--- config.mk ---
export PLATFORM = sky130hd
export DESIGN_NAME = bfi_insert_unit
export DESIGN_NICKNAME = d
export VERILOG_FILES = /design/src/design/bfi_pkg.sv /design/src/design/bfi_insert_unit.sv
export VERILOG_INCLUDE_DIRS = /design/src /design/src/design
export SDC_FILE = /design/constraint.sdc
export NUM_CORES = 1
export LEC_CHECK = 0
export BUFFER_PORTS_ARGS = -buffer_cell sky130_fd_sc_hd__buf_2
export CORE_AREA = 10 10 122 169
export DETAILED_ROUTE_END_ITERATION = 8
export DIE_AREA = 0 0 132 179
export PLACE_DENSITY = 0.83
export SYNTH_ARGS = -nofsm -noshare
export SYNTH_HDL_FRONTEND = slang
export SYNTH_SLANG_ARGS = --single-unit
--- constraint.sdc ---
create_clock -name clk_sys_in -period 1.2 [get_ports clk_sys_in]
set_input_delay 0.12 -clock clk_sys_in [delete_from_list [all_inputs] [get_ports clk_sys_in]]
set_output_delay 0.12 -clock clk_sys_in [all_outputs]
set_load 0.02 [all_outputs]
--- src/design/bfi_cfg.svh ---
// Purpose : Constants for the bit field insert unit
// Assumes : 32-bit operands, one result per request
// Notes   : Opcode, size and field constants
`ifndef BFI_CFG_SVH
`define BFI_CFG_SVH

`define BFI_OP_BYTE    8'hcb
`define BFI_OP_WORD    8'hc8
`define BFI_OP_HALF    8'hca
`define BFI_DATA_W     32
`define BFI_SEL_W      5
`define BFI_BYTE_BITS  6'h08
`define BFI_HALF_BITS  6'h10
`define BFI_WORD_BITS  6'h20
`define BFI_BYTE_MASK  32'h0000_00ff
`define BFI_HALF_MASK  32'h0000_ffff
`define BFI_WORD_MASK  32'hffff_ffff
`define BFI_BYTE_MSB   5'h07
`define BFI_HALF_MSB   5'h0f
`define BFI_WORD_MSB   5'h1f

`endif

--- src/design/bfi_pkg.sv ---
// Purpose : Types for the bit field insert unit
// Assumes : Constants come from bfi_cfg.svh
// Notes   : Request, answer and state carriers
`include "bfi_cfg.svh"

package bfi_pkg;

   typedef enum logic [1:0] {
      BFI_SZ_NONE,
      BFI_SZ_BYTE,
      BFI_SZ_HALF,
      BFI_SZ_WORD
   } bfi_size_t;

   typedef struct packed {
      logic [7:0]  opcode;
      logic [31:0] width;
      logic [31:0] offset;
      logic [31:0] src;
      logic [31:0] dst;
      logic        dst_literal;
   } bfi_req_t;

   typedef struct packed {
      logic [31:0] result;
      logic        flag_n;
      logic        flag_z;
      logic        flag_c;
      logic        flag_v;
   } bfi_res_t;

   typedef struct packed {
      bfi_res_t res;
      logic     done;
      logic     illegal;
   } bfi_state_t;

endpackage : bfi_pkg

--- src/design/bfi_insert_unit.sv ---
// Purpose : Insert-field datapath for byte, halfword and word sizes
// Assumes : Decode presents one request per valid cycle
// Notes   : Answer registered one cycle after the request
//
// Contract
// - Byte opcode selects insert_field_byte with an 8-bit destination.
// - Word opcode selects insert_field_word with a 32-bit destination.
// - Field chosen by offset and width is overwritten from source bits.
// - Literal or immediate destination raises illegal operand, no insertion.
// - N is destination MSB, Z on zero, C cleared, V only on overflow.
// - Only low five bits of width and offset are used.
// - Field past bit 31 wraps around to destination bit 0.
// - Width+1 source bits from bit 0 land at offset.
// - Short destinations: bits beyond stay unchanged, V set on overrun.
`timescale 1ns/1ps
`include "bfi_cfg.svh"
`default_nettype none

module bfi_insert_unit #(
   parameter logic [7:0] HALF_OPCODE = `BFI_OP_HALF,
   parameter int         DATA_W      = `BFI_DATA_W
) (
   input  wire logic              clk_sys_in,
   input  wire logic              rst_n_in,
   input  wire logic              req_valid_in,
   input  wire bfi_pkg::bfi_req_t req_in,
   output var  bfi_pkg::bfi_res_t res_out,
   output logic                   done_out,
   output logic                   illegal_out
);

   // ----------------------------------------------------------------
   // Elaboration checks
   // ----------------------------------------------------------------
   if (DATA_W != `BFI_DATA_W)
   begin : g_bad_width
      $error("Only 32-bit operands are supported");
   end
   if (HALF_OPCODE == `BFI_OP_BYTE || HALF_OPCODE == `BFI_OP_WORD)
   begin : g_bad_opcode
      $error("Halfword opcode clashes with another size");
   end

   // ----------------------------------------------------------------
   // Functions
   // ----------------------------------------------------------------
   function automatic bfi_pkg::bfi_size_t decode_size(input logic [7:0] op);
      bfi_pkg::bfi_size_t sz;
      sz = bfi_pkg::BFI_SZ_NONE;
      if (op == `BFI_OP_BYTE)
         sz = bfi_pkg::BFI_SZ_BYTE;
      else if (op == `BFI_OP_WORD)
         sz = bfi_pkg::BFI_SZ_WORD;
      else if (op == HALF_OPCODE)
         sz = bfi_pkg::BFI_SZ_HALF;
      return sz;
   endfunction : decode_size

   function automatic logic [31:0] size_mask(input bfi_pkg::bfi_size_t sz);
      logic [31:0] m;
      m = `BFI_WORD_MASK;
      case (sz)
         bfi_pkg::BFI_SZ_BYTE: m = `BFI_BYTE_MASK;
         bfi_pkg::BFI_SZ_HALF: m = `BFI_HALF_MASK;
         default:              m = `BFI_WORD_MASK;
      endcase
      return m;
   endfunction : size_mask

   function automatic logic [4:0] size_msb(input bfi_pkg::bfi_size_t sz);
      logic [4:0] b;
      b = `BFI_WORD_MSB;
      case (sz)
         bfi_pkg::BFI_SZ_BYTE: b = `BFI_BYTE_MSB;
         bfi_pkg::BFI_SZ_HALF: b = `BFI_HALF_MSB;
         default:              b = `BFI_WORD_MSB;
      endcase
      return b;
   endfunction : size_msb

   function automatic logic [5:0] size_bits(input bfi_pkg::bfi_size_t sz);
      logic [5:0] n;
      n = `BFI_WORD_BITS;
      case (sz)
         bfi_pkg::BFI_SZ_BYTE: n = `BFI_BYTE_BITS;
         bfi_pkg::BFI_SZ_HALF: n = `BFI_HALF_BITS;
         default:              n = `BFI_WORD_BITS;
      endcase
      return n;
   endfunction : size_bits

   function automatic logic [31:0] rotl(input logic [31:0] v, input logic [4:0] s);
      logic [63:0] d;
      d = {v, v} << s;
      return d[63:32];
   endfunction : rotl

   function automatic logic [31:0] low_ones(input logic [4:0] w);
      logic [32:0] t;
      t = (33'h0_0000_0002 << w) - 33'h0_0000_0001;
      return t[31:0];
   endfunction : low_ones

   // ----------------------------------------------------------------
   // Datapath
   // ----------------------------------------------------------------
   bfi_pkg::bfi_state_t st_r;
   bfi_pkg::bfi_state_t st_nxt;

   logic [4:0]         fld_w;
   logic [4:0]         fld_o;
   bfi_pkg::bfi_size_t req_sz;
   logic [31:0]        fld_mask;
   logic [31:0]        fld_data;
   logic [31:0]        keep_mask;
   logic [31:0]        merged;
   logic [5:0]         fld_end;

   always_comb
   begin
      fld_w     = req_in.width[`BFI_SEL_W-1:0];
      fld_o     = req_in.offset[`BFI_SEL_W-1:0];
      req_sz    = decode_size(req_in.opcode);
      fld_mask  = rotl(low_ones(fld_w), fld_o);
      fld_data  = rotl(req_in.src & low_ones(fld_w), fld_o);
      keep_mask = fld_mask & size_mask(req_sz);
      merged    = (req_in.dst & ~keep_mask) | (fld_data & keep_mask);
      fld_end   = {1'b0, fld_w} + {1'b0, fld_o} + 6'h01;
   end

   // ----------------------------------------------------------------
   // State update
   // ----------------------------------------------------------------
   always_comb
   begin
      st_nxt         = st_r;
      st_nxt.done    = 1'b0;
      st_nxt.illegal = 1'b0;
      if (req_valid_in && req_sz != bfi_pkg::BFI_SZ_NONE)
      begin
         st_nxt.done = 1'b1;
         if (req_in.dst_literal)
         begin
            st_nxt.illegal    = 1'b1;
            st_nxt.res.result = req_in.dst;
         end
         else
         begin
            st_nxt.res.result = merged;
            st_nxt.res.flag_n = merged[size_msb(req_sz)];
            st_nxt.res.flag_z = (merged & size_mask(req_sz)) == 32'h0;
            st_nxt.res.flag_c = 1'b0;
            st_nxt.res.flag_v = (req_sz != bfi_pkg::BFI_SZ_WORD)
                                && (fld_end > size_bits(req_sz));
         end
      end
   end

   always_ff @(posedge clk_sys_in or negedge rst_n_in)
   begin
      if (!rst_n_in)
         st_r <= '0;
      else
         st_r <= st_nxt;
   end

   assign res_out     = st_r.res;
   assign done_out    = st_r.done;
   assign illegal_out = st_r.illegal;
endmodule : bfi_insert_unit

`default_nettype wire

==> summary.md, run 1 <==
| Metric | Value |
|---|---|
| Post-synthesis async set-or-reset flop share | 1.00 |
| Synthesized area | roughly 0.0086 sq mm |
| EDFF count, synth | 0 |
| Worst EP Category | sequential cell input |
| Critical endpoint after global-route timing repair | res_out[2]$_DFFE_PN0P_/D |
| GR Overflow Total | 40 |
| Result of the run | did not finish |
| Root Buffer | clkbuf_16 |
| # rows | 58 |
| Largest cells by area after synthesis | dfrtp_1 11%, nand2_1 6.2%, mux2i_1 6.2% |
| CTS Buf Count | 5 |
| Sink Count | 37 |
| Die Y | around 180 um |
| Overall Global Routing Usage | 0.644 |
| Post-synth top area share | 0.108 |
| Synthesized area per cell | between 6 and 7 sq um |
| Largest net degree at the start of global routing | 48 |
| GPL Wtd Cong | 1.19 |
| Top Ports | approximately 180 |
| Die width | 132 um |
| Stop err | [ERROR GRT-0232] Routing congestion too high. Check the congestion heatmap in the GUI. |
| Cells after Synth | ~1300 |
| Initial core utilization | 0.487 |
| Unique cell type count in the Yosys netlist | ~110 |
| Port buffer count | approximately 120 |
| Stopped at | global routing |
| Sequential fraction of the synthesis area | 0.108 |
| Yosys warns | 0 |
| Syn nets | about 1400 |
| Top FF cell, synth | dfrtp_1 |
| Pre-CTS setup slack | -2890 ps |
| Longest Clk Path Bufs | 2 |
| Leading area contributor after synthesis | dfrtp_1 |
| HPWL after detailed placement | 39600 um |
| H-tree levels | 2 |
| FF+latch count, synth | 37 |
-- through the flow --
step	cells	setup TNS (ps)	hold slack (ps)	cell area, sq um
floorplan	1256	-70860	-176	8820
global placement	1963	-87020	174	12600
detailed placement	1963	-88110	178	12600
CTS	2025	-71120	118	14300
-- logic make-up after synthesis --
logic type      after synthesis  share of synthesized area
flops                        37                      0.108
simple gates                463                      0.267
compound gates              521                      0.428
other cells                   1                   0.000437
xor+xnor                      4                    0.00408
buf+inv                     142                     0.0787
mux                          74                     0.0927
fa+ha+maj                    14                     0.0207
-- synth_stat cells (all sizes together) (28+ instances only) --
cell    instances
a21oi          94
nand2         142
clkbuf         50
a31oi          28
buf            64
o21ai          98
o22ai          32
dfrtp          37
o211ai         37
nand3          41
nor2          121
mux2i          54
nor3           36
-- metal layers --
metal | global-route usage | overflow
met1 | 0.614 | 1
met2 | 0.830 | 24
met3 | 0.492 | 0
met4 | 0.671 | 12
met5 | 0.164 | 3
-- timing repair --
| item | in CTS |
|---|---|
| gates resized for setup | 232 |
| buffers inserted | 61 |
| setup endpoints to repair | 36 |
| hold buffers | 1 |
| pin swaps | 89 |
| endpoints found under the hold margin | 37 |
==> inputs of run 2 (changes only) <==
CORE_AREA = 10 10 168 170   (was 10 10 122 169)
DIE_AREA = 0 0 178 180   (was 0 0 132 179)
PLACE_DENSITY = default   (was 0.83)
PLACE_DENSITY_LB_ADDON = 0.15   (was default)
clock period = 1.56 ns   (was 1.2 ns; I/O delays follow)
==> run 2 against run 1 <==
  * The flow now finishes, with violations (setup timing)
  * Synthesized cell count unchanged
  * Synthesized area did not move
==> summary.md, run 2 <==
| Metric | Value |
|---|---|
| DRC violations left | 0 |
| Leading area contributor after synthesis | dfrtp_1 |
| Buffers & Inverters on Critical Path | 5 |
| Worst-path clk slew | 60 ps |
| Post-synthesis async set-or-reset flop share | 1.00 (unchanged) |
| Yosys warns | 0 (unchanged) |
| Vias per std cell | about 6.3 |
| Critical path's slowest cell | mux4_2 |
| Final core utilization | 0.586 |
| Syn nets | 1408 (unchanged) |
| EDFF count, synth | 0 (unchanged) |
| TritonRoute pass-1 iters | 6 |
| CTS tree | done |
| Drt initial violations | about 1600 |
| Post-DRT Antenna Nets | 0 |
| Post-synth top area share | 0.108 (unchanged) |
| Hold depth | 3 |
| Failing checks | setup timing |
| Req. time, crit path | 1760 ps |
| Hold Path Class | primary input to flop |
| Cells after Synth | 1256 (unchanged) |
| Sequential fraction of the synthesis area | 0.108 (unchanged) |
| Sink Count | 37 (unchanged) |
| H-tree levels | 2 (unchanged) |
| CP endpoint kind | flop |
| Worst-Margin Slew | 648 ps |
| Final max-slew violation count | 0 |
| Final-report hold violation count | 0 |
| Cell mode on critical path | buf_6 |
| Post-layout nets | 1936 |
| Power Total | about 8 mW |
| Worst setup SP type | primary input |
| Peak supply drop | 0.601 mV |
| CTS Buf Count | 5 (unchanged) |
| RSZ-0062 raised after global routing | true |
| Initial core utilization | 0.345 (-0.142) |
| Slew margin rel. | 0.568 |
| First-pass GRT wire length | 80300 um |
| Crit-path leading delay family | simple AND/OR/NAND/NOR gates |
| Top Ports | 178 (unchanged) |
| GPL Wtd Cong | 1.07 (-9.9%) |
| Die ar. | between 0.03 and 0.04 sq mm |
| Top FF cell, synth | dfrtp_1 |
| Unique cell type count in the Yosys netlist | 108 (unchanged) |
| GR Overflow Total | 0 |
| Most common cell in the netlist | nand2_1 |
| Longest Clk Path Bufs | 2 (unchanged) |
| Fin crit period | 3670 ps |
| Die width | 178 um (+35%) |
| Crit path max fanout | 8 |
| Drt total wl | about 55000 um |
| FF-to-FF path depth | 3 |
| Synthesized area per cell | 6.83 sq um (unchanged) |
| Period utilization | 2.35 |
| # rows | 58 (unchanged) |
| Overall Global Routing Usage | 0.324 |
| Core area | roughly 0.025 sq mm |
| Area Overhead vs Synth | 69.9% |
| Final worst setup slack | -2110 ps |
| Clk_skew | 0 ps |
| Fmax | around 270 MHz |
| Antenna violations before repair | 1 |
| PD cells | 549 mW/mm^2 |
| FF+latch count, synth | 37 (unchanged) |
| Share of layout cells above drive strength 1 | 0.495 |
| WL/cell | ~26 um |
| Crit path DAT | 3870 ps |
| Commonest non-fill, non-tap cells in the layout | 462 x buf_4, 132 x nand2_1, 118 x buf_2 |
| Result of the run | complete, but fails checks |
| Worst-skew pair later-pin latency | 290 ps |
| Top cells by count, synth | 142 x nand2_1, 120 x nor2_1, 93 x a21oi_1, 90 x o21ai_0, 53 x mux2i_1 |
| Die Y | 180 um (+0.56%) |
| Synthesized area | 0.00858 sq mm (unchanged) |
| CP Cell Sequence | buf_6, or3_4, nor2_4, inv_2, ha_4, buf_6, or3b_4, o31a_1, o211ai_4, buf_6, o221ai_2, or3b_4, o22ai_2, mux2_4, inv_2, mux4_2, o31ai_2 |
| Final setup viols | 35 |
| Largest cells by area after synthesis | dfrtp_1 11%, nand2_1 6.2%, mux2i_1 6.2% |
| Port buffer count | 122 (unchanged) |
| Largest net degree at the start of global routing | 49 |
| Antenna Cells | 0 |
| Vias in the first global route | 12600 |
| WP depth | 17 |
| Root Buffer | clkbuf_16 |
| Setup_tns | -63480 ps |
| Routed via count | ~13000 |
| Static leakage | about 6.5 nW |
| HPWL after detailed placement | 44800 um (+13%) |
| Max reg flops | 35 |
| Most common cell after layout, fill and taps aside | buf_4 |
| Max_cap viols | 0 |
| Critical Setup Path Class | primary input to flop |
| Critical path's largest stage delay | approximately 450 ps |
| Pre-CTS setup slack | -2880 ps (+4.86 ps) |
-- run 2: final timing paths --
check	start	to	slack, ps
min in group asynchronous	rst_n_in	res_out[18]	450
max in group asynchronous	rst_n_in	res_out[0]	760
worst min register to register	res_out[17]	res_out[17]	480
worst min-delay path	req_in[16]	res_out[19]	160
worst max-delay path	req_in[99]	res_out[3]	-2110
worst max register to register	res_out[2]	res_out[2]	340
-- run 2: timing repair --
action                                  4_1_cts  5_1_grt
setup buffers                                22       14
endpoints found under the setup margin       35       35
hold buffers                                  1        0
resized for setup                           169      109
endpoints found under the hold margin        37        0
pin swaps                                    59       58
-- run 2: cell families (layout without fill, tap and decap cells) --
family | count (synthesis) | in the layout | synth area share
AO/OA/AOI/OAI | 521 | 521 | 0.428
AND/OR/NAND/NOR | 463 | 463 | 0.267
buffers and inverters | 142 | 671 | 0.0787
multiplexers | 74 | 74 | 0.0927
flip-flops | 37 | 37 | 0.108
adder cells (fa/ha/maj) | 14 | 14 | 0.0207
XOR/XNOR | 4 | 4 | 0.00408
other | 1 | 1 | 0.000437
-- run 2: per-layer routing --
metal	track usage	part of all wire	vias up
met5	0	0	-
li1	-	-	5941
met4	0.106	0.039	0
met1	0.444	0.42	6373
met3	0.0668	0.10	129
met2	0.492	0.44	789
-- run 2: cell type report --
type,count,area (sq um)
Clock buffer,5,125
Clock inverter,3,17.5
Fill cell,2371,10300
Inverter,28,118
Multi-Input combinational cell,1077,8150
Sequential cell,37,926
Tap cell,330,413
Timing Repair Buffer,635,4830
-- run 2: stage by stage --
stage,hold WS [ps],area (sq um),instances
finish,158,14600,2115
global route,171,14600,2115
floorplan,-140,8780,1256
detailed placement,240,12900,2072
global placement,229,12900,2072
CTS,153,13900,2102
-- run 2: worst min-delay path, stage by stage --
cell,delay [ps]
buf_2,120
nand2_1,60
a31oi_1,70
-- run 2: report_power, final --
group          internal [mW]  switching (mW)
clock                  0.587           0.439
sequential              1.12          0.0806
combinational           2.60            3.18
total                   4.30            3.70
(Power assumes the default switching activity.)
==> inputs of run 3 (changes only) <==
ABC_AREA = 1   (was default)
CORE_AREA = 10 10 160 162   (was 10 10 168 170)
DIE_AREA = 0 0 170 172   (was 0 0 178 180)
==> run 3 against run 2 <==
  * The flow still finishes with violations (setup timing)
  * Non-clock buffer count shrank 228
  * Clock skew is the same
  * Critical path depth grew 10
==> summary.md, run 3 <==
| Metric | Value |
|---|---|
| Dpl cells | 2113 (+2.0%) |
| Commonest non-fill, non-tap cells in the layout | 449 x nand2_1, 334 x nand3_1, 236 x buf_4 |
| Synthesized area | 0.00776 sq mm (-9.6%) |
| Antenna violations before repair | 1 (unchanged) |
| Unique cell type count in the Yosys netlist | 45 (-58%) |
| EDFF count, synth | 0 (unchanged) |
| H-tree levels | 2 (unchanged) |
| Top Ports | 178 (unchanged) |
| PD cells | 550 mW/mm^2 (+0.15%) |
| WL met2 | 19200 um (-21%) |
| Final worst setup slack | -925 ps (+1180 ps) |
| Hold_sp | req_in[5] |
| CTS tree | done |
| Fmax | 402 MHz (+48%) |
| FF+latch count, synth | 37 (unchanged) |
| R2R Path End | res_out[8] |
| Post-DP Area | 0.0108 sq mm (-17%) |
| Top Metal Used | met5 |
| # rows | 55 (-5.2%) |
| Worst setup SP type | primary input |
| Multi-input logic area | 0.00787 sq mm (-3.4%) |
| Static leakage | 6.85 nW (+5.4%) |
| Setup_tns | -26030 ps (+37450 ps) |
| Reg-to-reg startpoint | res_out[8] |
| Req. time, crit path | 1790 ps (+30 ps) |
| Post-layout nets | 2005 (+3.6%) |
| Longest Clk Path Bufs | 2 (unchanged) |
| Fin crit period | 2480 ps (-1180 ps) |
| Critical Setup Path Class | primary input to flop |
| GR Overflow Total | 0 (unchanged) |
| Peak supply drop | 0.367 mV (-39%) |
| HPWL after detailed placement | 31900 um (-29%) |
| Min-Delay Endpoint | res_out[8] |
| Routed wl met3 | 2640 um (-52%) |
| Critical path's largest stage delay | 260 ps (-190 ps) |
| Share of layout cells above drive strength 1 | 0.438 (-0.0567) |
| Max_cap viols | 0 (unchanged) |
| Syn nets | 1686 (+20%) |
| Design Area, Final | 0.0129 sq mm (-11%) |
| Drt total wl | 39700 um (-28%) |
| Largest cells by area after synthesis | nand3_1 34%, nand2_1 27%, dfrtp_1 12% |
| WL/cell | 18.6 um (-28%) |
| Vias per std cell | 5.55 (-11%) |
| Post-DRT Antenna Nets | 0 (unchanged) |
| Met1 WL | 16800 um (-27%) |
| Initial core utilization | 0.347 (+0.00208) |
| Post-synth top area share | 0.339 (+0.231) |
| Max reg flops | 35 (unchanged) |
| Leading area contributor after synthesis | nand3_1 |
| Most common cell in the netlist | nand2_1 |
| Sequential fraction of the synthesis area | 0.119 (+0.0115) |
| Register area | 926 sq um (unchanged) |
| Post-synthesis async set-or-reset flop share | 1.00 (unchanged) |
| Area Overhead vs Synth | 66.9% |
| Sink Count | 37 (unchanged) |
| Top FF cell, synth | dfrtp_1 |
| Die ar. | 0.0292 sq mm (-8.7%) |
| Top cells by count, synth | 551 x nand2_1, 526 x nand3_1, 105 x inv_1, 56 x nor2_1, 54 x clkbuf_1 |
| Crit-path leading delay family | simple AND/OR/NAND/NOR gates |
| DRC violations left | 0 (unchanged) |
| First-pass GRT wire length | 62200 um (-22%) |
| CP endpoint kind | flop |
| Hold depth | 3 (unchanged) |
| Final setup viols | 35 (unchanged) |
| Layout Cells excl Fill | 2139 (+1.1%) |
| Buffers & Inverters on Critical Path | 4 (-1) |
| Period utilization | 1.59 (-0.758) |
| Final core utilization | 0.579 (-0.00701) |
| Most common cell after layout, fill and taps aside | nand2_1 |
| Result of the run | complete, but fails checks |
| Clk_skew | 0 ps (unchanged) |
| Final max-slew violation count | 0 (unchanged) |
| Die width | 170 um (-4.5%) |
| Worst-path clk slew | 60 ps (about the same) |
| RSZ-0062 raised after global routing | true |
| Cells after Synth | 1534 (+22%) |
| Worst-skew pair later-pin latency | 290 ps (about the same) |
| Core area | 0.0224 sq mm (-10%) |
| Yosys warns | 0 (unchanged) |
| Die Y | 172 um (-4.4%) |
| CTS Buf Count | 5 (unchanged) |
| Overall Global Routing Usage | 0.265 (-0.0588) |
| FILL cells | 2258 (-4.8%) |
| Cell mode on critical path | nand2_1 |
| Hold Path Class | primary input to flop |
| Critical path's slowest cell | xor2_2 |
| GPL Wtd Cong | 0.994 (-7.5%) |
| Drt initial violations | 1078 (-32%) |
| Port buffer count | 122 (unchanged) |
| Synthesized area per cell | 5.06 sq um (-26%) |
| Root Buffer | clkbuf_16 |
| Crit path max fanout | 5 (-3) |
| Final-report hold violation count | 0 (unchanged) |
| Vias in the first global route | 11400 (-9.5%) |
| FF-to-FF path depth | 2 (-1) |
| Routed via count | 11900 (-10%) |
| Failing checks | setup timing |
| Antenna Cells | 0 (unchanged) |
| Crit path DAT | 2710 ps (-1160 ps) |
| TritonRoute pass-1 iters | 5 (-1) |
| FF-to-FF setup slack | 830 ps (+490 ps) |
| Largest net degree at the start of global routing | 70 (+43%) |
run 3: changes by cell type in the layout (fill, tap and decap cells not counted), moves of 38 or more:
cell	previous run	this run
nand2_1	132	449
nand3_1	35	334
buf_4	462	236
nand3_2	4	168
nand2_2	10	95
inv_1	21	97
nor2_1	101	28
a21oi_1	73	6
mux2i_1	39	1
run 3: worst max path at each step:
| stage | depth (start not counted) | from | endpoint | slack (ps) |
|---|---|---|---|---|
| finish | 27 | req_in[97] | res_out[2] | -920 |
| global route | 26 | req_in[98] | res_out[2] | -1140 |
| CTS | 25 | req_in[98] | res_out[2] | -850 |
| detailed placement | 24 | req_in[98] | res_out[2] | -1400 |
| global placement | 24 | req_in[98] | res_out[2] | -1400 |
| floorplan | 25 | req_in[100] | res_out[2] | -760 |
run 3: kinds of logic (layout without fill, tap and decap cells):
family	Yosys count	after routing	share of synthesized area
XOR/XNOR	6	6	0.00677
flip-flops	37	37	0.119
other	1	1	0.000483
AO/OA/AOI/OAI	84	84	0.0710
multiplexers	1	1	0.00129
adder cells (fa/ha/maj)	12	12	0.0203
buffers and inverters	215	534	0.106
AND/OR/NAND/NOR	1178	1179	0.675
run 3: metal layers:
metal	track usage	vias up
met5	0	-
met4	0.0713	2
met3	0.0303	67
met2	0.454	467
met1	0.344	5558
li1	-	5788
run 3: tightest hold or removal path, cell delays in order:
cell	delay [ps]
buf_2	110
nand2_1	50
nand2_1	60
run 3: power by group:
part           internal, mW  leakage [nW]  total, mW  switching [mW]
logic                  1.94          6.29       4.92            2.98
clock network         0.587        0.0706      0.994           0.407
registers              1.12         0.495       1.21          0.0821
run 3: timing repair:
action,in CTS,in global routing
endpoints found under the setup margin,36,36
pin swaps,96,36
gates resized for setup,358,101
gates cloned,1,0
setup buffers,19,11
hold endpoints to repair,17,0
hold buffers,1,0
run 3: layout make-up:
cell class                 instances  share of cell area
clock buffer                       6             0.00996
clock inverter                     2            0.000773
inverter                         119              0.0361
multi-input combinational       1283               0.608
sequential                        37              0.0715
tap                              285              0.0275
timing repair buffer             407               0.246
run 3: metrics by stage:
step | setup WS, ps | hold slack [ps] | total power, mW
6_report | -925 | 129 | 7.12
4_1_cts | -855 | 133 | 6.88
2_1_floorplan | -761 | -140 | 3.50
3_3_place_gp | -1400 | 126 | 5.26
5_1_grt | -1140 | 142 | 7.61
3_5_place_dp | -1400 | 123 | 5.29
==> inputs of run 4 (changes only) <==
SETUP_SLACK_MARGIN = 0.15   (was default)
==> run 4 against run 3 <==
  * The flow still finishes with violations (setup timing)
  * Clock power about the same
  * Routed wire length grew 6.5%
  * Fmax shrank 1.1%
  * Worst hold slack got worse by 8.0 ps
  * Sequential power about the same
  * Global-route usage is 1.3 points higher
  * Utilization increased by 3.4 points
  * Register-to-register slack better by 20 ps
  * Combinational power up 6.5%
  * Count of clock-buffer cells in the layout did not move
  * Final cell count up 0.56%
  * Total power increased by 4.7%
  * Highest routed layer is now met4
==> summary.md, run 4 (synthesized netlist as in run 3, its figures left out) <==
| Metric | Value |
|---|---|
| Fin crit period | 2510 ps (+28.4 ps) |
| Met1 GRT Util | 0.354 (+0.00940) |
| FF-to-FF path depth | 2 (unchanged) |
| Buffers & Inverters on Critical Path | 3 (-1) |
| Crit path DAT | 2740 ps (+30 ps) |
| Core area | 0.0224 sq mm (unchanged) |
| Antenna Cells | 0 (unchanged) |
| Crit-path leading delay family | simple AND/OR/NAND/NOR gates |
| GR Overflow Total | 0 (unchanged) |
| Final worst setup slack | -953 ps (-28.4 ps) |
| Peak supply drop | 0.379 mV (+3.3%) |
| CTS tree | done |
| Cell mode on critical path | nand2_1 |
| Critical path's slowest cell | ha_4 |
| Final max-slew violation count | 0 (unchanged) |
| Net Sw Frac | 0.496 (+0.00878) |
| FF-to-FF setup slack | 850 ps (+20 ps) |
| First-pass GRT wire length | 64400 um (+3.4%) |
| Combinational group share of total power | 0.703 (+0.012) |
| Hold Path Class | primary input to flop |
| Result of the run | complete, but fails checks |
| Psw | 3.70 mW (+6.6%) |
| PD cells | 544 mW/mm^2 (-1.0%) |
| Overall Global Routing Usage | 0.278 (+0.0133) |
| Failing checks | setup timing |
| Top Ports | 178 (unchanged) |
| CP endpoint kind | flop |
| Critical path's largest stage delay | 200 ps (-60 ps) |
| Root Buffer | clkbuf_16 |
| Drt initial violations | 1385 (+28%) |
| CTS Buf Count | 5 (unchanged) |
| Vias per std cell | 5.66 (+2.0%) |
| Share of layout cells above drive strength 1 | 0.513 (+0.0749) |
| Min-Delay Endpoint | res_out[8] |
| Final setup viols | 36 (+2.9%) |
| Worst-path clk slew | 60 ps (about the same) |
| Req. time, crit path | 1790 ps (about the same) |
| Post-layout nets | 2017 (+0.60%) |
| Worst-Margin Slew | approximately 540 ps |
| Post-DRT Antenna Nets | 0 (unchanged) |
| Longest Clk Path Bufs | 2 (unchanged) |
| TritonRoute pass-1 iters | 6 (+1) |
| Die Y | 172 um (unchanged) |
| Largest net degree at the start of global routing | 70 (unchanged) |
| HPWL after detailed placement | 33200 um (+4.1%) |
| Max reg flops | 35 (unchanged) |
| Initial core utilization | 0.347 (unchanged) |
| Static leakage | 7.19 nW (+5.0%) |
| Most common cell after layout, fill and taps aside | nand2_1 |
| Max_cap viols | 0 (unchanged) |
| Critical Setup Path Class | primary input to flop |
| Slew margin rel. | 0.637 |
| Die width | 170 um (unchanged) |
| Hold_sp | req_in[5] |
| Clk_skew | 0 ps (unchanged) |
| Clk pwr share | 0.135 (-0.005) |
| Setup_tns | -26720 ps (-692 ps) |
| Grt met2 use | 0.472 (+0.0187) |
| Worst-skew pair later-pin latency | 290 ps (about the same) |
| H-tree levels | 2 (unchanged) |
| Drt total wl | 42300 um (+6.5%) |
| Gr busiest metal | met2 |
| Die ar. | 0.0292 sq mm (unchanged) |
| Sequential share of power | 0.162 (-0.007) |
| Final-report hold violation count | 0 (unchanged) |
| Routed via count | 12200 (+2.5%) |
| # rows | 55 (unchanged) |
| Fmax | 398 MHz (-1.1%) |
| Period utilization | 1.61 (+0.0182) |
| WL/cell | 19.7 um (+5.9%) |
| Sink Count | 37 (unchanged) |
| P_int | 3.75 mW (+2.9%) |
| Final core utilization | 0.613 (+0.0337) |
| Commonest non-fill, non-tap cells in the layout | 401 x nand2_1, 251 x nand3_2, 250 x buf_4 |
| Hold depth | 3 (unchanged) |
| DRC violations left | 0 (unchanged) |
| Port buffer count | 122 (unchanged) |
| Reg-to-reg startpoint | res_out[8] |
| GPL Wtd Cong | 1.06 (+6.3%) |
| Met3 usage | 0.0438 (+0.0135) |
| Area Overhead vs Synth | 76.6% |
| RSZ-0062 raised after global routing | true |
| WHS | 121 ps (-7.98 ps) |
| Worst setup SP type | primary input |
| Antenna violations before repair | 0 (-1) |
| Vias in the first global route | 11600 (+1.3%) |
| Crit path max fanout | 8 (+3) |
| CP Cell Sequence | buf_8, nor2_4, nand2_2, nor3_2, inv_2, ha_4, nand3_4, nand2_1, nand3_2, nand2_1, nand2_1, nand2_1, nand2_1, nand3_1, buf_4, nand2_2, nand2_2, nand3_2, nand4_1, nor2_1, nand3_1, nor2_1, nand2_1, nand2_1 |
| R2R Path End | res_out[8] |
[run 4: layout make-up]
cell class / count / area, sq um
Tap cell: 285 / 357
Multi-Input combinational cell: 1283 / 8540
Timing Repair Buffer: 419 / 3280
Clock inverter: 2 / 10.0
Clock buffer: 6 / 129
Inverter: 119 / 463
Sequential cell: 37 / 926
Fill cell: 2169 / 8670
[run 4: metal layers]
metal	share of wire	wire, um
met1	0.40	17100
met2	0.48	20400
met3	0.077	3270
met4	0.037	1580
met5	0	0
[run 4: power by group through the flow]
| stage | combinational (mW) | clock [mW] | sequential [mW] |
|---|---|---|---|
| 2_1_floorplan | 2.07 | 0 | 1.43 |
| 5_1_grt | 5.63 | 1.05 | 1.23 |
| 4_1_cts | 4.76 | 0.999 | 1.21 |
| 6_report | 5.24 | 1.00 | 1.21 |
| 3_5_place_dp | 4.11 | 0 | 1.22 |
| 3_3_place_gp | 4.09 | 0 | 1.22 |
[run 4: stage by stage]
stage	cell area, sq um	cells	power, mW	setup WS (ps)
3_5_place_dp	10800	2106	5.34	-1390
2_1_floorplan	7960	1534	3.50	-761
6_report	13700	2151	7.45	-953
4_1_cts	12800	2142	6.97	-861
3_3_place_gp	10800	2106	5.31	-1400
5_1_grt	13700	2151	7.91	-1180
[run 4: what timing repair did]
action,in CTS,in global routing
cloned,1,0
buffers inserted,26,9
hold endpoints to repair,11,0
endpoints found under the setup margin,36,37
gates resized for setup,404,194
pin swaps,138,94
hold buffers,1,0
[run 4: worst register-to-register path, delay by kind of cell, from the launching register on]
| kind | cells | cell delay, ps |
|---|---|---|
| flops | 1 | 390 |
| compound gates | 1 | 150 |
| simple gates | 1 | 70 |
[run 4: how the worst max path moves through the flow]
stage	from	end	slack [ps]	cells after the start
after detailed placement	req_in[98]	res_out[2]	-1390	22
after global placement	req_in[101]	res_out[2]	-1400	21
after CTS	req_in[97]	res_out[2]	-860	25
after floorplan	req_in[100]	res_out[2]	-760	25
final	req_in[97]	res_out[2]	-950	24
after global routing	req_in[97]	res_out[2]	-1180	28
